File: config.mk
export PLATFORM = sky130hd
export DESIGN_NAME = pdsc_top
export DESIGN_NICKNAME = d
export VERILOG_FILES = /design/src/rtl/pdsc_top.v
export VERILOG_INCLUDE_DIRS = /design/src /design/src/rtl
export SDC_FILE = /design/constraint.sdc
export NUM_CORES = 1
export LEC_CHECK = 0
export BUFFER_PORTS_ARGS = -buffer_cell sky130_fd_sc_hd__buf_2
export CAP_MARGIN = 5
export CELL_PAD_IN_SITES_DETAIL_PLACEMENT = 0
export CELL_PAD_IN_SITES_GLOBAL_PLACEMENT = 1
export CORE_MARGIN = 5
export CORE_UTILIZATION = 42
export CTS_BUF_LIST = sky130_fd_sc_hd__clkbuf_16
export CTS_CLUSTER_SIZE = 28
export DETAILED_ROUTE_END_ITERATION = 7
export PLACE_DENSITY_LB_ADDON = 0.1
export SYNTH_ARGS = -nofsm -noshare
export SYNTH_HDL_FRONTEND = slang
export SYNTH_SLANG_ARGS = --single-unit
File: constraint.sdc
create_clock -name hclk -period 2.5 [get_ports hclk]
set_clock_uncertainty 0.05 [all_clocks]
set_input_delay 0.25 -clock hclk [delete_from_list [all_inputs] [get_ports hclk]]
set_output_delay 0.25 -clock hclk [all_outputs]
set_load 0.05 [all_outputs]
File: src/rtl/pdsc_defs.vh
// Constants for the panel driver strap and control block
`ifndef PDSC_DEFS_VH
`define PDSC_DEFS_VH
// ----------------------------------------
// Register indices, byte address is four times the index
// ----------------------------------------
`define PDSC_IDX_STANDBY   6'h01
`define PDSC_IDX_INPUT     6'h02
`define PDSC_IDX_SCAN      6'h03
`define PDSC_IDX_TEST      6'h05
`define PDSC_IDX_STATUS    6'h08
// ----------------------------------------
// Field positions
// ----------------------------------------
`define PDSC_BIT_VIDEO     6
`define PDSC_BIT_MODE_HI   2
`define PDSC_BIT_MODE_LO   1
`define PDSC_BIT_HDIR      7
`define PDSC_BIT_VDIR      6
`define PDSC_BIT_INTERLACE 3
`define PDSC_BIT_BIST      4
// ----------------------------------------
// Reset values
// ----------------------------------------
`define PDSC_RST_STANDBY   8'h00
`define PDSC_RST_INPUT     8'h02
`define PDSC_RST_SCAN      8'h00
`define PDSC_RST_TEST      8'h00
`define PDSC_PIN_DEFAULTS  13'h0C9C
// ----------------------------------------
// Codes and counts
// ----------------------------------------
`define PDSC_STANDBY_KEY   8'h55
`define PDSC_MODE_DE       2'h0
`define PDSC_MODE_SYNC     2'h1
`define PDSC_RELOAD_FRAMES 6'h3C
`define PDSC_SRC_CHANNELS  9'h1E0
`define PDSC_GATE_LINES    10'h348
`define PDSC_FIRST_INDEX   1
// ----------------------------------------
// Timing
// ----------------------------------------
`define PDSC_CLK_NS        10
`define PDSC_MISSING_NS    10000
`define PDSC_MISSING_CYC   (`PDSC_MISSING_NS / `PDSC_CLK_NS)
`define PDSC_FRAME_NS      16666667
`define PDSC_FRAME_CYC     (`PDSC_FRAME_NS / `PDSC_CLK_NS)
`endif

File: src/rtl/pdsc_top.v
// Strap resolution, standby, reload pacing and self protection with AHB-Lite registers
//
// The AHB-Lite register port and the register addresses were chosen for this implementation.
`timescale 1ns/1ps
`default_nettype none
`include "pdsc_defs.vh"

// Notes on behaviour
// - Reset pin low holds chip in reset
// - Select high uses pins, low registers
// - Register mode: scan direction is pin XOR bit
// - Auto reload every 60 frames when enabled
// - Reload source EEPROM if enabled, else OTP
// - EEPROM enable high enables, default disabled
// - Host port select: 1 I2C, 0 SPI
// - Standby pin low forces standby
// - Video type: 0 TTL, 1 LVDS
// - Timing mode 00 DE, 01 sync, 1x reserved
// - Horizontal direction sets source channel order
// - Vertical direction sets gate line order
// - Missing video input in TTL mode enters internal-oscillator protection
// - Self test uses internal patterns
// - Pin high: standby only if command is 0x55
// - Register mode: other settings from registers only; host port select, EEPROM enable and auto reload still come from pins
module pdsc_top #(
   parameter INT_FRAME_CYCLES = `PDSC_FRAME_CYC
) (
   input  wire        hclk,
   input  wire        hresetn,
   input  wire        hsel,
   input  wire [31:0] haddr,
   input  wire [1:0]  htrans,
   input  wire        hwrite,
   input  wire [2:0]  hsize,
   input  wire [31:0] hwdata,
   input  wire        hready,
   output wire        hreadyout,
   output wire        hresp,
   output reg  [31:0] hrdata,
   input  wire        chip_reset_n,
   input  wire        pin_or_register_select,
   input  wire        auto_reload_enable,
   input  wire        ext_eeprom_enable,
   input  wire        host_port_select,
   input  wire        standby_n_pin,
   input  wire        video_input_type_select,
   input  wire [1:0]  timing_mode_pin,
   input  wire        horizontal_scan_dir,
   input  wire        vertical_scan_dir,
   input  wire        interlace_pin,
   input  wire        self_test_pin,
   input  wire        pixel_clock,
   input  wire        line_sync,
   input  wire        frame_sync,
   input  wire        pixel_valid,
   output reg         chip_in_reset,
   output reg         standby_active,
   output reg         display_active,
   output reg         host_port_is_i2c,
   output reg         lvds_selected,
   output reg  [1:0]  timing_mode,
   output reg         timing_mode_reserved,
   output reg         horizontal_scan_dir_eff,
   output reg         vertical_scan_dir_eff,
   output reg         interlace_active,
   output reg         self_test_active,
   output reg         self_protect_active,
   output reg         internal_video_source,
   output reg  [8:0]  source_first_channel,
   output reg  [8:0]  source_last_channel,
   output reg  [9:0]  gate_first_line,
   output reg  [9:0]  gate_last_line,
   output reg         reload_request,
   output reg         reload_from_eeprom
);

   localparam [2:0] ST_RESET   = 3'h0;
   localparam [2:0] ST_STANDBY = 3'h1;
   localparam [2:0] ST_NORMAL  = 3'h2;
   localparam [2:0] ST_PROTECT = 3'h3;
   localparam [2:0] ST_SELFTST = 3'h4;
   localparam integer MISS_I    = `PDSC_MISSING_CYC - 1;
   localparam integer LAST_I    = INT_FRAME_CYCLES - 1;
   localparam integer FIRST_I   = `PDSC_FIRST_INDEX;
   localparam [9:0]  MISS_LIMIT  = MISS_I[9:0];
   localparam [20:0] INT_LAST    = LAST_I[20:0];
   localparam [5:0]  RELOAD_LAST = `PDSC_RELOAD_FRAMES - 6'h01;
   localparam [8:0]  SRC_FIRST   = FIRST_I[8:0];
   localparam [9:0]  GATE_FIRST  = FIRST_I[9:0];
   // ----------------------------------------
   // Pin synchronisers
   // ----------------------------------------
   reg  [12:0] pin_s1;
   reg  [12:0] pin_s2;
   reg  [3:0]  vid_s1;
   reg  [3:0]  vid_s2;
   reg  [3:0]  vid_prev;

   always @(posedge hclk or negedge hresetn) begin
      if (!hresetn) begin
         pin_s1   <= `PDSC_PIN_DEFAULTS;
         pin_s2   <= `PDSC_PIN_DEFAULTS;
         vid_s1   <= 4'h0;
         vid_s2   <= 4'h0;
         vid_prev <= 4'h0;
      end else begin
         pin_s1   <= {chip_reset_n, pin_or_register_select, auto_reload_enable,
                      ext_eeprom_enable, host_port_select, standby_n_pin,
                      video_input_type_select, timing_mode_pin, horizontal_scan_dir,
                      vertical_scan_dir, interlace_pin, self_test_pin};
         pin_s2   <= pin_s1;
         vid_s1   <= {pixel_clock, line_sync, frame_sync, pixel_valid};
         vid_s2   <= vid_s1;
         vid_prev <= vid_s2;
      end
   end

   wire       rst_n_s   = pin_s2[12];
   wire       hw_sel_s  = pin_s2[11];
   wire       auto_s    = pin_s2[10];
   wire       eep_s     = pin_s2[9];
   wire       i2c_s     = pin_s2[8];
   wire       stby_n_s  = pin_s2[7];
   wire       video_s   = pin_s2[6];
   wire [1:0] mode_s    = pin_s2[5:4];
   wire       hdir_s    = pin_s2[3];
   wire       vdir_s    = pin_s2[2];
   wire       intl_s    = pin_s2[1];
   wire       test_s    = pin_s2[0];
   wire [3:0] vid_edge  = vid_s2 ^ vid_prev;

   // ----------------------------------------
   // AHB-Lite slave
   // ----------------------------------------
   reg        d_valid;
   reg        d_write;
   reg  [5:0] d_idx;
   reg  [7:0] standby_command_reg;
   reg  [7:0] input_cfg_reg;
   reg  [7:0] scan_cfg_reg;
   reg  [7:0] test_cfg_reg;
   reg  [31:0] status_word;

   wire a_take   = hsel & htrans[1] & hready;
   wire a_mapped = (haddr[31:8] == 24'h000000) & (haddr[1:0] == 2'h0) & (hsize == 3'h2);

   assign hreadyout = 1'b1;
   assign hresp     = 1'b0;
   always @(posedge hclk or negedge hresetn) begin
      if (!hresetn) begin
         d_valid <= 1'b0;
         d_write <= 1'b0;
         d_idx   <= 6'h00;
      end else if (hready) begin
         d_valid <= a_take & a_mapped;
         d_write <= hwrite;
         d_idx   <= haddr[7:2];
      end
   end

   wire wr_now = d_valid & d_write;

   always @(posedge hclk or negedge hresetn) begin
      if (!hresetn) begin
         standby_command_reg <= `PDSC_RST_STANDBY;
         input_cfg_reg       <= `PDSC_RST_INPUT;
         scan_cfg_reg        <= `PDSC_RST_SCAN;
         test_cfg_reg        <= `PDSC_RST_TEST;
      end else if (!rst_n_s) begin
         standby_command_reg <= `PDSC_RST_STANDBY;
         input_cfg_reg       <= `PDSC_RST_INPUT;
         scan_cfg_reg        <= `PDSC_RST_SCAN;
         test_cfg_reg        <= `PDSC_RST_TEST;
      end else if (wr_now) begin
         case (d_idx)
            `PDSC_IDX_STANDBY: standby_command_reg <= hwdata[7:0];
            `PDSC_IDX_INPUT:   input_cfg_reg       <= hwdata[7:0];
            `PDSC_IDX_SCAN:    scan_cfg_reg        <= hwdata[7:0];
            `PDSC_IDX_TEST:    test_cfg_reg        <= hwdata[7:0];
            default: ;
         endcase
      end
   end

   always @* begin
      hrdata = 32'h00000000;
      if (d_valid && !d_write) begin
         case (d_idx)
            `PDSC_IDX_STANDBY: hrdata = {24'h000000, standby_command_reg};
            `PDSC_IDX_INPUT:   hrdata = {24'h000000, input_cfg_reg};
            `PDSC_IDX_SCAN:    hrdata = {24'h000000, scan_cfg_reg};
            `PDSC_IDX_TEST:    hrdata = {24'h000000, test_cfg_reg};
            `PDSC_IDX_STATUS:  hrdata = status_word;
            default:           hrdata = 32'h00000000;
         endcase
      end
   end

   // ----------------------------------------
   // Setting resolution
   // ----------------------------------------
   wire       reg_video = input_cfg_reg[`PDSC_BIT_VIDEO];
   wire [1:0] reg_mode  = input_cfg_reg[`PDSC_BIT_MODE_HI:`PDSC_BIT_MODE_LO];
   wire       reg_hdir  = scan_cfg_reg[`PDSC_BIT_HDIR];
   wire       reg_vdir  = scan_cfg_reg[`PDSC_BIT_VDIR];
   wire       reg_intl  = scan_cfg_reg[`PDSC_BIT_INTERLACE];
   wire       reg_test  = test_cfg_reg[`PDSC_BIT_BIST];

   wire       eff_video = hw_sel_s ? video_s : reg_video;
   wire [1:0] eff_mode  = hw_sel_s ? mode_s  : reg_mode;
   wire       eff_intl  = hw_sel_s ? intl_s  : reg_intl;
   wire       eff_test  = hw_sel_s ? test_s  : reg_test;
   wire       eff_hdir  = hw_sel_s ? hdir_s  : (hdir_s ^ reg_hdir);
   wire       eff_vdir  = hw_sel_s ? vdir_s  : (vdir_s ^ reg_vdir);
   wire       eff_stby  = !stby_n_s | (standby_command_reg == `PDSC_STANDBY_KEY);
   wire       mode_resv = eff_mode[1];
   wire       sync_mode = (eff_mode == `PDSC_MODE_SYNC);

   // ----------------------------------------
   // Operating state
   // ----------------------------------------
   reg  [2:0] op_state;
   reg  [2:0] next_op_state;
   wire [3:0] missing;
   wire       any_missing = |missing;

   always @* begin
      if (!rst_n_s)
         next_op_state = ST_RESET;
      else if (eff_stby)
         next_op_state = ST_STANDBY;
      else if (eff_test)
         next_op_state = ST_SELFTST;
      else if (any_missing)
         next_op_state = ST_PROTECT;
      else
         next_op_state = ST_NORMAL;
   end

   always @(posedge hclk or negedge hresetn) begin
      if (!hresetn)
         op_state <= ST_RESET;
      else
         op_state <= next_op_state;
   end

   reg running;
   reg internal_src;

   always @* begin
      case (op_state)
         ST_NORMAL:  begin running = 1'b1; internal_src = 1'b0; end
         ST_PROTECT: begin running = 1'b1; internal_src = 1'b1; end
         ST_SELFTST: begin running = 1'b1; internal_src = 1'b1; end
         default:    begin running = 1'b0; internal_src = 1'b0; end
      endcase
   end

   // ----------------------------------------
   // Missing input watchdogs
   // ----------------------------------------
   wire       ttl_watch = running & (op_state != ST_SELFTST) & !eff_video;
   wire [3:0] watch = {ttl_watch, ttl_watch & sync_mode, ttl_watch & sync_mode, ttl_watch};
   reg  [9:0] miss_cnt [0:3];

   genvar g;
   generate
      for (g = 0; g < 4; g = g + 1) begin : g_watch
         always @(posedge hclk or negedge hresetn) begin
            if (!hresetn)
               miss_cnt[g] <= 10'h000;
            else if (!watch[g] || vid_edge[g])
               miss_cnt[g] <= 10'h000;
            else if (miss_cnt[g] != MISS_LIMIT)
               miss_cnt[g] <= miss_cnt[g] + 10'h001;
         end
         assign missing[g] = watch[g] & (miss_cnt[g] == MISS_LIMIT);
      end
   endgenerate

   // ----------------------------------------
   // Frame pacing and table reload
   // ----------------------------------------
   reg  [20:0] int_cnt;
   reg  [5:0]  frame_cnt;
   reg  [7:0]  reload_count;
   wire        int_tick   = running & internal_src & (int_cnt == INT_LAST);
   wire        host_tick  = running & !internal_src & vid_s2[1] & !vid_prev[1];
   wire        frame_tick = int_tick | host_tick;

   always @(posedge hclk or negedge hresetn) begin
      if (!hresetn)
         int_cnt <= 21'h000000;
      else if (!running || !internal_src || int_tick)
         int_cnt <= 21'h000000;
      else
         int_cnt <= int_cnt + 21'h000001;
   end

   always @(posedge hclk or negedge hresetn) begin
      if (!hresetn) begin
         frame_cnt      <= 6'h00;
         reload_count   <= 8'h00;
         reload_request <= 1'b0;
      end else begin
         reload_request <= 1'b0;
         if (!rst_n_s || !auto_s) begin
            frame_cnt <= 6'h00;
         end else if (frame_tick) begin
            if (frame_cnt == RELOAD_LAST) begin
               frame_cnt      <= 6'h00;
               reload_request <= 1'b1;
               reload_count   <= reload_count + 8'h01;
            end else begin
               frame_cnt <= frame_cnt + 6'h01;
            end
         end
      end
   end

   // ----------------------------------------
   // Registered outputs
   // ----------------------------------------
   always @(posedge hclk or negedge hresetn) begin
      if (!hresetn) begin
         chip_in_reset           <= 1'b1;
         standby_active          <= 1'b0;
         display_active          <= 1'b0;
         host_port_is_i2c        <= 1'b0;
         lvds_selected           <= 1'b0;
         timing_mode             <= `PDSC_MODE_SYNC;
         timing_mode_reserved    <= 1'b0;
         horizontal_scan_dir_eff <= 1'b1;
         vertical_scan_dir_eff   <= 1'b1;
         interlace_active        <= 1'b0;
         self_test_active        <= 1'b0;
         self_protect_active     <= 1'b0;
         internal_video_source   <= 1'b0;
         source_first_channel    <= SRC_FIRST;
         source_last_channel     <= `PDSC_SRC_CHANNELS;
         gate_first_line         <= GATE_FIRST;
         gate_last_line          <= `PDSC_GATE_LINES;
         reload_from_eeprom      <= 1'b0;
      end else begin
         chip_in_reset           <= (op_state == ST_RESET);
         standby_active          <= (op_state == ST_STANDBY);
         display_active          <= running;
         host_port_is_i2c        <= i2c_s;
         lvds_selected           <= eff_video;
         timing_mode             <= eff_mode;
         timing_mode_reserved    <= mode_resv;
         horizontal_scan_dir_eff <= eff_hdir;
         vertical_scan_dir_eff   <= eff_vdir;
         interlace_active        <= eff_intl;
         self_test_active        <= (op_state == ST_SELFTST);
         self_protect_active     <= (op_state == ST_PROTECT);
         internal_video_source   <= running & internal_src;
         source_first_channel    <= eff_hdir ? SRC_FIRST : `PDSC_SRC_CHANNELS;
         source_last_channel     <= eff_hdir ? `PDSC_SRC_CHANNELS : SRC_FIRST;
         gate_first_line         <= eff_vdir ? GATE_FIRST : `PDSC_GATE_LINES;
         gate_last_line          <= eff_vdir ? `PDSC_GATE_LINES : GATE_FIRST;
         reload_from_eeprom      <= eep_s;
      end
   end

   // ----------------------------------------
   // Status word
   // ----------------------------------------
   always @* begin
      status_word = {1'b0, frame_cnt, reload_count, missing, 1'b0,
                     eff_vdir, eff_hdir, eff_mode, eff_video, i2c_s,
                     eep_s, op_state, hw_sel_s, auto_s};
   end

endmodule // pdsc_top
`default_nettype wire
Yosys cells after proc, flatten, opt, wreduce, memory -nomap -nowiden. Cells that the tools add are included.

Add/sub/neg operators: 7. Equality and inequality tests: 28. Mux-type cells: 45. Bitwise logic cells: 24. Reductions and logical operators: 34.

Operators with widths (count): 31-bit one-hot mux with 5 select lines (1); 10-bit 2-to-1 mux (10); 8-bit 2-to-1 mux (12); 10-bit by 1-bit adder with 10-bit output, second input constant (4); 10-bit equality test, second input constant (4); 10-bit inequality test, second input constant (4); 31-bit 2-to-1 mux (1); 24-bit zero test (1); 21-bit by 1-bit adder with 21-bit output, second input constant (1); 21-bit equality test, second input constant (1); 21-bit 2-to-1 mux (1); 1-bit bitwise AND (18); 6-bit 2-to-1 mux (3); 9-bit 2-to-1 mux (2); 6-bit by 2-bit equality test with 1-bit output, second input constant (2); 1-bit 2-to-1 mux (11); 1-bit zero test (10); 2-bit by 1-bit inequality test with 1-bit output, second input constant (5); 2-bit nonzero test (5); 3-bit by 2-bit equality test with 1-bit output, second input constant (3); 3-bit 2-to-1 mux (3); 8-bit by 1-bit adder with 8-bit output, second input constant (1); 8-bit by 7-bit equality test with 1-bit output, second input constant (1); 2-bit AND reduction (4); other kinds (22) (30).

Bits in registers: 210. Bits of input ports: 91. Output and inout port bits: 88. Logic and storage cells: 177.

Logic depth before layout (Yosys ltp). Gate-level depths: netlist of run 1.

Depth after elaboration: 12. Depth in mapped cells: 8. Gate-level depth less buffers: 7.

Least setup slack after synthesis of run 1. No wires, ideal clock.

Path type: register -> output. Start point: reg pin_s2[11]. End point: out hrdata[15]. Data arrival time: 2316 ps. Required time: 2200 ps. Path slack: -116 ps. Stages on the path, launching flop included: 8. Path buffers: 2. Path through: dfstp_2 > clkbuf_1 > mux2_2 > nor2_1 > and2_0 > clkbuf_1 > nand2_1 > nor2_1.

Cells in the longest elaborated chain, start to end: 7. Elaborated cells between the ends (all ways): 9. Classes of those cells: 1 x eq/ne; 4 x mux; 3 x bitwise; 1 x reduce/logical.

Ends and longest elaborated chain: start: declaration (line pdsc_top.v:94) `reg [12:0] pin_s2;`; start signal: assignment (line pdsc_top.v:102) `` pin_s2 <= `PDSC_PIN_DEFAULTS; ``; start signal: assignment (line pdsc_top.v:111) `pin_s2 <= pin_s1;`; 1-bit 2-to-1 mux (line pdsc_top.v:209) `wire eff_video = hw_sel_s ? video_s : reg_video;`; net eff_video (line pdsc_top.v:209); 1-bit zero test (line pdsc_top.v:262) `wire ttl_watch = running & (op_state != ST_SELFTST) & !eff_video;`; 1-bit bitwise AND (line pdsc_top.v:262); 1-bit bitwise AND (line pdsc_top.v:263) `wire [3:0] watch = {ttl_watch, ttl_watch & sync_mode, ttl_watch & sync_mode, ttl_watch};`; 1-bit bitwise AND (line pdsc_top.v:277) `assign missing[g] = watch[g] & (miss_cnt[g] == MISS_LIMIT);`; 31-bit one-hot mux with 5 select lines (line pdsc_top.v:188) `case (d_idx)`; 31-bit 2-to-1 mux (line pdsc_top.v:187) `if (d_valid && !d_write) begin`; end: declaration (line pdsc_top.v:39) `output reg [31:0] hrdata,`.

The timed path passes the listed nets, and every way through them passes these cells.

Worst setup path in the final report of run 1.
Start point: reg d_idx[2]. End point: out hrdata[2].

Cells in the longest elaborated chain, start to end: 3. Elaborated cells between the ends (all ways): 7. Classes of those cells: 5 x eq/ne; 2 x mux.

Ends and longest elaborated chain: start: declaration (line pdsc_top.v:137) `reg [5:0] d_idx;`; start signal: assignment (line pdsc_top.v:157) `d_idx <= haddr[7:2];`; 6-bit by 4-bit equality test with 1-bit output, or another cell as far along (line pdsc_top.v:188); 31-bit one-hot mux with 5 select lines * (line pdsc_top.v:188); 31-bit 2-to-1 mux * (line pdsc_top.v:187).

Mark *: on every way between the ends. The rest lies on a longest branch, timed or not.

==> impl_metrics.py, run 1 <==
metrics = {
    "setup_path": {
        "cp_max_fo": 8,
        "required_ns": 2.20,
        "r2r_cells": 5,
        "startpoint_type": "flop",
        "critical_path_class": "flop to primary output",
        "reg2reg_from": "int_cnt[18]$_DFF_PN0_",
        "arrival_ns": 2.10,
        "reg2reg_to": "reload_count[1]$_DFFE_PN0P_",
        "end_kind": "primary output",
        "r2r_setup_slack_ns": 0.22,
    },
    "route": {
        "ant_nets": 0,
        "viasPerCell": 5.10,
        "avgRoutedWirePerCell_um": 16.4,
        "drc": 0,
        "first_pass_iters": 4,
        "route.vias.total": 5723,
        "drt_iter0_markers": 187,
        "drt-total-wl_mm": 18.4,
    },
    "timing": {
        "period_needed_ns": 2.40,
        "rsz0062_at_grt": "yes",
        "fmaxAchievable_ghz": 0.416,
        "drv_slew": 0,
        "fin_crit_sh": 0.961,
        "tightest_slew_ns": 0.574,
        "setup_viol": 0,
        "worst_slack_ns": 0.0965,
        "maxSlewHeadroom": 0.614,
        "finalHoldViolations": 0,
    },
    "floorplan": {
        "ioPinCount": 179,
        "die_y_um": 148,
        "rows": 50,
        "start_util": 0.427,
        "core_um2": 18800,
        "die_area_um2": 22000,
        "die_w_um": 148,
    },
    "finish": {
        "final_cell_mix": "dfrtp_1, buf_2, nor2_1",
        "nets": 975,
        "fin_cells": 1123,
        "largest_reg_flops": 40,
        "final_util": 0.526,
        "syn_to_final_growth_pct": 23.2,
        "top_register": "miss_cnt",
        "reg_top3": "miss_cnt x40, int_cnt x21",
        "diodes": 0,
        "design_area_um2": 9880,
        "drive_above_1_share": 0.278,
        "final_common_cell": "dfrtp_1",
    },
    "clock_tree": {
        "cts_tree": "done",
        "insertion_delay_ns": 0.43,
        "cts_buffers": 17,
        "cts_num_sinks": 173,
        "htree_levels": 4,
        "cts_buffer_depth": 2,
        "root_buffer": "clkbuf_16",
        "clk_pin_slew_ns": 0.06,
    },
    "grt": {
        "antenna_found_initial": 0,
        "grt_max_degree": 60,
        "gr-total-overflow": 0,
        "grt_pass1_wl_mm": 30.5,
        "track_usage": 0.173,
        "first_global_vias": 5940,
    },
    "synthesis": {
        "synth_top_area_frac": 0.487,
        "synthFlopType": "dfrtp_1",
        "ys_seq_area_frac": 0.542,
        "synth_area_leaders": "dfrtp_1, dfstp_2, mux2i_1",
        "syn-cell-area_um2": 8020,
        "synth_cell_types": 60,
        "ys_ff_latch": 173,
        "synth_edf_count": 0,
        "yosys.area.top_type": "dfrtp_1",
        "syn_inst": 722,
        "yosys_warnings": 0,
        "async_flop_share": 1.00,
        "syn_avg_cell_area_um2": 11.1,
    },
    "worst_hold_path": {
        "hp-class": "input port to flop",
        "holdPathStages": 4,
        "hold_start": "haddr[11]",
        "min_to": "d_valid$_DFFE_PN0P_",
    },
    "job": {
        "max_cap_viol_count": 0,
    },
    "status": {
        "status": "finished, final reports clean",
    },
    "place": {
        "post_dp_cell_area_um2": 8820,
        "io_buffers": 131,
        "place_congestion": 0.831,
        "dp_cells": 1062,
        "dp_hpwl_mm": 12.9,
        "dp_slack_ns": 0.192,
    },
    "pwr": {
        "p_int_uw": 4980,
        "ir_drop_v": 0.000457,
        "pwr-share-seq": 0.452,
        "leakage_uw": 0.00466,
        "switchingPower_uw": 1470,
        "clockPowerShare": 0.470,
        "finalPower_uw": 6450,
        "combPwrFrac": 0.078,
        "switching_share": 0.228,
        "power_density_nw_per_um2": 653,
    },
}
-- routing by layer --
layer / routed length (um) / share of wire / track usage / up-vias
met5: 0 / 0 / 0 / -
met4: 365 / 0.020 / 0.0651 / 0
met3: 915 / 0.050 / 0.0378 / 25
met2: 8730 / 0.47 / 0.273 / 151
met1: 8430 / 0.46 / 0.234 / 2810
li1: - / - / - / 2737
-- final cells by class --
type / instances / area [um^2]
Sequential cell: 173 / 4350
Clock buffer: 17 / 425
Tap cell: 234 / 293
Inverter: 11 / 41.3
Timing Repair Buffer: 176 / 1150
Clock inverter: 15 / 250
Fill cell: 1696 / 8890
Multi-Input combinational cell: 497 / 3370
-- worst max path at each step --
stage | slack (ns) | end | cells past startpoint | from
detailed placement | 0.19 | reload_count[1]$_DFFE_PN0P_ | 5 | int_cnt[18]$_DFF_PN0_
global route | -0.05 | hrdata[6] | 6 | d_idx[2]$_DFFE_PN0P_
floorplan | 0.001 | hrdata[7] | 5 | d_idx[2]$_DFFE_PN0P_
CTS | 0.02 | hrdata[14] | 5 | pin_s2[11]$_DFF_PN1_
finish | 0.1 | hrdata[2] | 6 | d_idx[2]$_DFFE_PN0P_
global placement | 0.24 | reload_count[1]$_DFFE_PN0P_ | 5 | int_cnt[18]$_DFF_PN0_
-- critical path, cell delays in order (launching register included) --
cell	delay [ns]
dfrtp_1	0.41
nand2b_1	0.19
o21ai_0	0.16
mux2_2	0.18
nand3_2	0.22
a21oi_1	0.27
buf_4	0.24
-- cells by family (layout without fill, tap and decap cells) --
kind of cell    Yosys count  after routing  synth area share
simple gates            292            292             0.201
flops                   173            173             0.542
buf+inv                  72            219            0.0532
xor+xnor                 60             60            0.0655
compound gates           59             59            0.0516
mux                      56             56            0.0732
fa+ha+maj                 8              8            0.0125
other cells               2             22          0.000936
-- through the flow --
| stage | hold slack, ns | TNS [ns] |
|---|---|---|
| 2_1_floorplan | -0.0956 | 0 |
| 3_3_place_gp | 0.191 | 0 |
| 3_5_place_dp | 0.204 | 0 |
| 4_1_cts | 0.0341 | 0 |
| 5_1_grt | 0.0497 | -0.136 |
| 6_report | 0.0596 | 0 |
-- repair_timing --
| action | CTS | global route |
|---|---|---|
| gates cloned | 1 | 0 |
| setup endpoints to repair | 14 | 16 |
| setup buffers | 3 | 0 |
| gates resized for setup | 11 | 28 |
| pin swaps | 2 | 0 |
| hold buffers | 25 | 0 |
| hold endpoints to repair | 67 | 0 |
-- cells in the mapped netlist (3+ instances only) --
cell type	n
a211oi_1	3
a21oi_1	17
a22oi_1	16
a31oi_1	3
and2_1	4
and3_1	25
buf_4	41
clkbuf_1	18
dfrtp_1	156
dfstp_2	17
ha_1	8
inv_1	11
mux2_2	20
mux2i_1	35
nand2_1	50
nand2b_1	6
nand3_1	22
nand4_1	15
nand4b_1	3
nor2_1	75
nor2b_1	33
nor3_1	12
nor3b_1	4
nor4_1	10
nor4_2	3
nor4b_2	4
o21ai_0	7
or3_1	5
xnor2_1	33
xor2_1	27
-- power by group through the flow --
| stage | Sequential [uW] | Clock (uW) | Combinational (uW) |
|---|---|---|---|
| 2_1_floorplan | 3000 | 0 | 285 |
| 3_3_place_gp | 2960 | 0 | 469 |
| 3_5_place_dp | 2970 | 0 | 476 |
| 4_1_cts | 2920 | 3110 | 511 |
| 5_1_grt | 2920 | 3210 | 546 |
| 6_report | 2920 | 3030 | 505 |
Power figures use the tool's default switching activity.
==> inputs of run 2 (changes only) <==
--- a/config.mk
+++ b/config.mk
@@ -16,6 +16,8 @@
 export CTS_CLUSTER_SIZE = 28
 export DETAILED_ROUTE_END_ITERATION = 7
 export PLACE_DENSITY_LB_ADDON = 0.1
+export RECOVER_POWER = 25
+export SLEW_MARGIN = 0
 export SYNTH_ARGS = -nofsm -noshare
 export SYNTH_HDL_FRONTEND = slang
 export SYNTH_SLANG_ARGS = --single-unit
==> run 2 against run 1 <==
  * Sequential power is essentially flat
  * Register-to-register slack is essentially flat
  * Flip-flop and latch count is the same
  * Power is essentially flat
  * Critical endpoint unchanged
==> impl_metrics.py, run 2 (synthesized netlist as in run 1, its figures left out) <==
metrics = {
    "route": {
        "drc": 0,
        "ant_nets": 0,
        "m1WireLength_mm": 8.46,
        "highest_layer": "met4",
        "route.vias.total": 5717,
        "wl_met2_mm": 8.71,
        "drt_iter0_markers": 187,
        "avgRoutedWirePerCell_um": 16.4,
        "wl_met3_um": 875,
        "first_pass_iters": 5,
        "drt-total-wl_mm": 18.4,
        "viasPerCell": 5.09,
    },
    "place": {
        "place_congestion": 0.831,
        "dp_cells": 1062,
        "dp_hpwl_mm": 12.9,
        "io_buffers": 131,
    },
    "pwr": {
        "p_int_uw": 4980,
        "ir_drop_v": 0.000456,
        "clockPowerShare": 0.470,
        "power_density_nw_per_um2": 654,
        "pwr-share-seq": 0.452,
        "leakage_uw": 0.00465,
        "combPwrFrac": 0.078,
        "switchingPower_uw": 1470,
        "switching_share": 0.228,
    },
    "timing": {
        "drv_slew": 0,
        "finalSetupTns_ns": 0,
        "maxSlewHeadroom": 0.0130,
        "period_needed_ns": 2.41,
        "fin_crit_sh": 0.964,
        "fin_hold_ws_ns": 0.0597,
        "tightest_slew_ns": 1.48,
        "fmaxAchievable_ghz": 0.415,
        "rsz0062_at_grt": "yes",
        "finalHoldViolations": 0,
        "setup_viol": 0,
    },
    "clock_tree": {
        "insertion_delay_ns": 0.43,
        "cts_tree": "done",
        "htree_levels": 4,
        "root_buffer": "clkbuf_16",
        "cts_buffer_depth": 2,
        "cts_buffers": 17,
        "clk_pin_slew_ns": 0.06,
        "cts_num_sinks": 173,
    },
    "floorplan": {
        "core_um2": 18800,
        "die_y_um": 148,
        "ioPinCount": 179,
        "rows": 50,
        "start_util": 0.427,
        "die_w_um": 148,
        "die_area_um2": 22000,
    },
    "setup_path": {
        "slowest_delay_ns": 0.41,
        "startpoint_type": "flop",
        "critical_path_class": "flop to primary output",
        "cp_max_fo": 8,
        "required_ns": 2.20,
        "arrival_ns": 2.11,
        "crit_family": "compound AO/OA/AOI/OAI gates",
        "cp_cell_sequence": "nand2b_1 > o21ai_0 > mux2_2 > nand3_2 > a21oi_1 > buf_4",
        "end_kind": "primary output",
        "cp_num_buf_inv": 1,
        "slowest_stage": "dfrtp_1",
    },
    "grt": {
        "track_usage": 0.173,
        "antenna_found_initial": 0,
        "grt_pass1_wl_mm": 30.5,
        "grt_max_degree": 60,
        "gr-total-overflow": 0,
        "first_global_vias": 5940,
    },
    "worst_hold_path": {
        "hp-class": "input port to flop",
    },
    "finish": {
        "nets": 975,
        "fin_cells": 1123,
        "drive_above_1_share": 0.274,
        "final_common_cell": "dfrtp_1",
        "reg_top3": "miss_cnt x40, int_cnt x21",
        "multi_input_comb_area_um2": 3370,
        "diodes": 0,
        "syn_to_final_growth_pct": 23.0,
        "top_register": "miss_cnt",
        "num-fill-cells": 1700,
        "seq_area_um2": 4350,
        "final_cell_mix": "dfrtp_1, buf_2, nor2_1",
        "largest_reg_flops": 40,
    },
    "status": {
        "status": "finished, final reports clean",
    },
    "job": {
        "max_cap_viol_count": 0,
    },
}
## run 2: cell types whose count changed in the layout (fill, tap and decap cells not counted), sizes merged
cell	change
buf	-4
clkbuf	+4
## run 2: layer usage
layer  vias up  GRT usage
li1       2738          -
met1      2813      0.234
met2       141      0.273
met3        25     0.0378
met4         0     0.0651
met5         -          0
## run 2: per-stage QoR
step,util,setup WS [ns],total power [uW],instance area [um^2]
after floorplan,-,0.00134,3290,8100
after CTS,0.522,0.0199,6530,9800
final,0.526,0.0900,6450,9870
after detailed placement,0.470,0.192,3440,8820
after global routing,0.526,-0.0509,6680,9870
after global placement,0.470,0.238,3430,8820
## run 2: path summary, 6_finish.rpt
kind	from	endpoint	slack (ns)	cells after the start
max	d_idx[2]$_DFFE_PN0P_	hrdata[2]	0.09	6
min	haddr[11]	d_valid$_DFFE_PN0P_	0.06	4
max reg2reg	int_cnt[18]$_DFF_PN0_	reload_count[1]$_DFFE_PN0P_	0.21	5
min reg2reg	pin_s1[9]$_DFF_PN0_	pin_s2[9]$_DFF_PN0_	0.30	0
max in group asynchronous	hresetn	chip_in_reset$_DFF_PN1_	0.70	3
min in group asynchronous	hresetn	gate_first_line[8]$_DFF_PN0_	0.67	2
## run 2: what timing repair did
| item | in CTS | in global routing |
|---|---|---|
| setup buffers | 3 | 0 |
| hold endpoints to repair | 67 | 0 |
| gates resized for setup | 11 | 28 |
| endpoints found under the setup margin | 14 | 16 |
| cloned | 1 | 0 |
| hold buffers | 25 | 0 |
| pin swaps | 2 | 0 |
## run 2: power by group through the flow
stage	clock network, uW	logic [uW]	registers, uW
detailed placement	0	476	2970
CTS	3110	511	2920
finish	3030	503	2920
global placement	0	469	2960
floorplan	0	285	3000
global route	3210	544	2920
## run 2: worst register-to-register path, stage by stage (launching register included)
cell and delay [ns]:
dfrtp_1 0.42, or4b_4 0.56, nor4_4 0.40, a21oi_4 0.19, nor2_2 0.21, mux2_1 0.34
## run 2: cell type report
| class | instances | area share |
|---|---|---|
| Sequential cell | 173 | 0.441 |
| Multi-Input combinational cell | 497 | 0.341 |
| Timing Repair Buffer | 176 | 0.115 |
| Clock buffer | 17 | 0.0431 |
| Tap cell | 234 | 0.0297 |
| Clock inverter | 15 | 0.0254 |
| Inverter | 11 | 0.00418 |
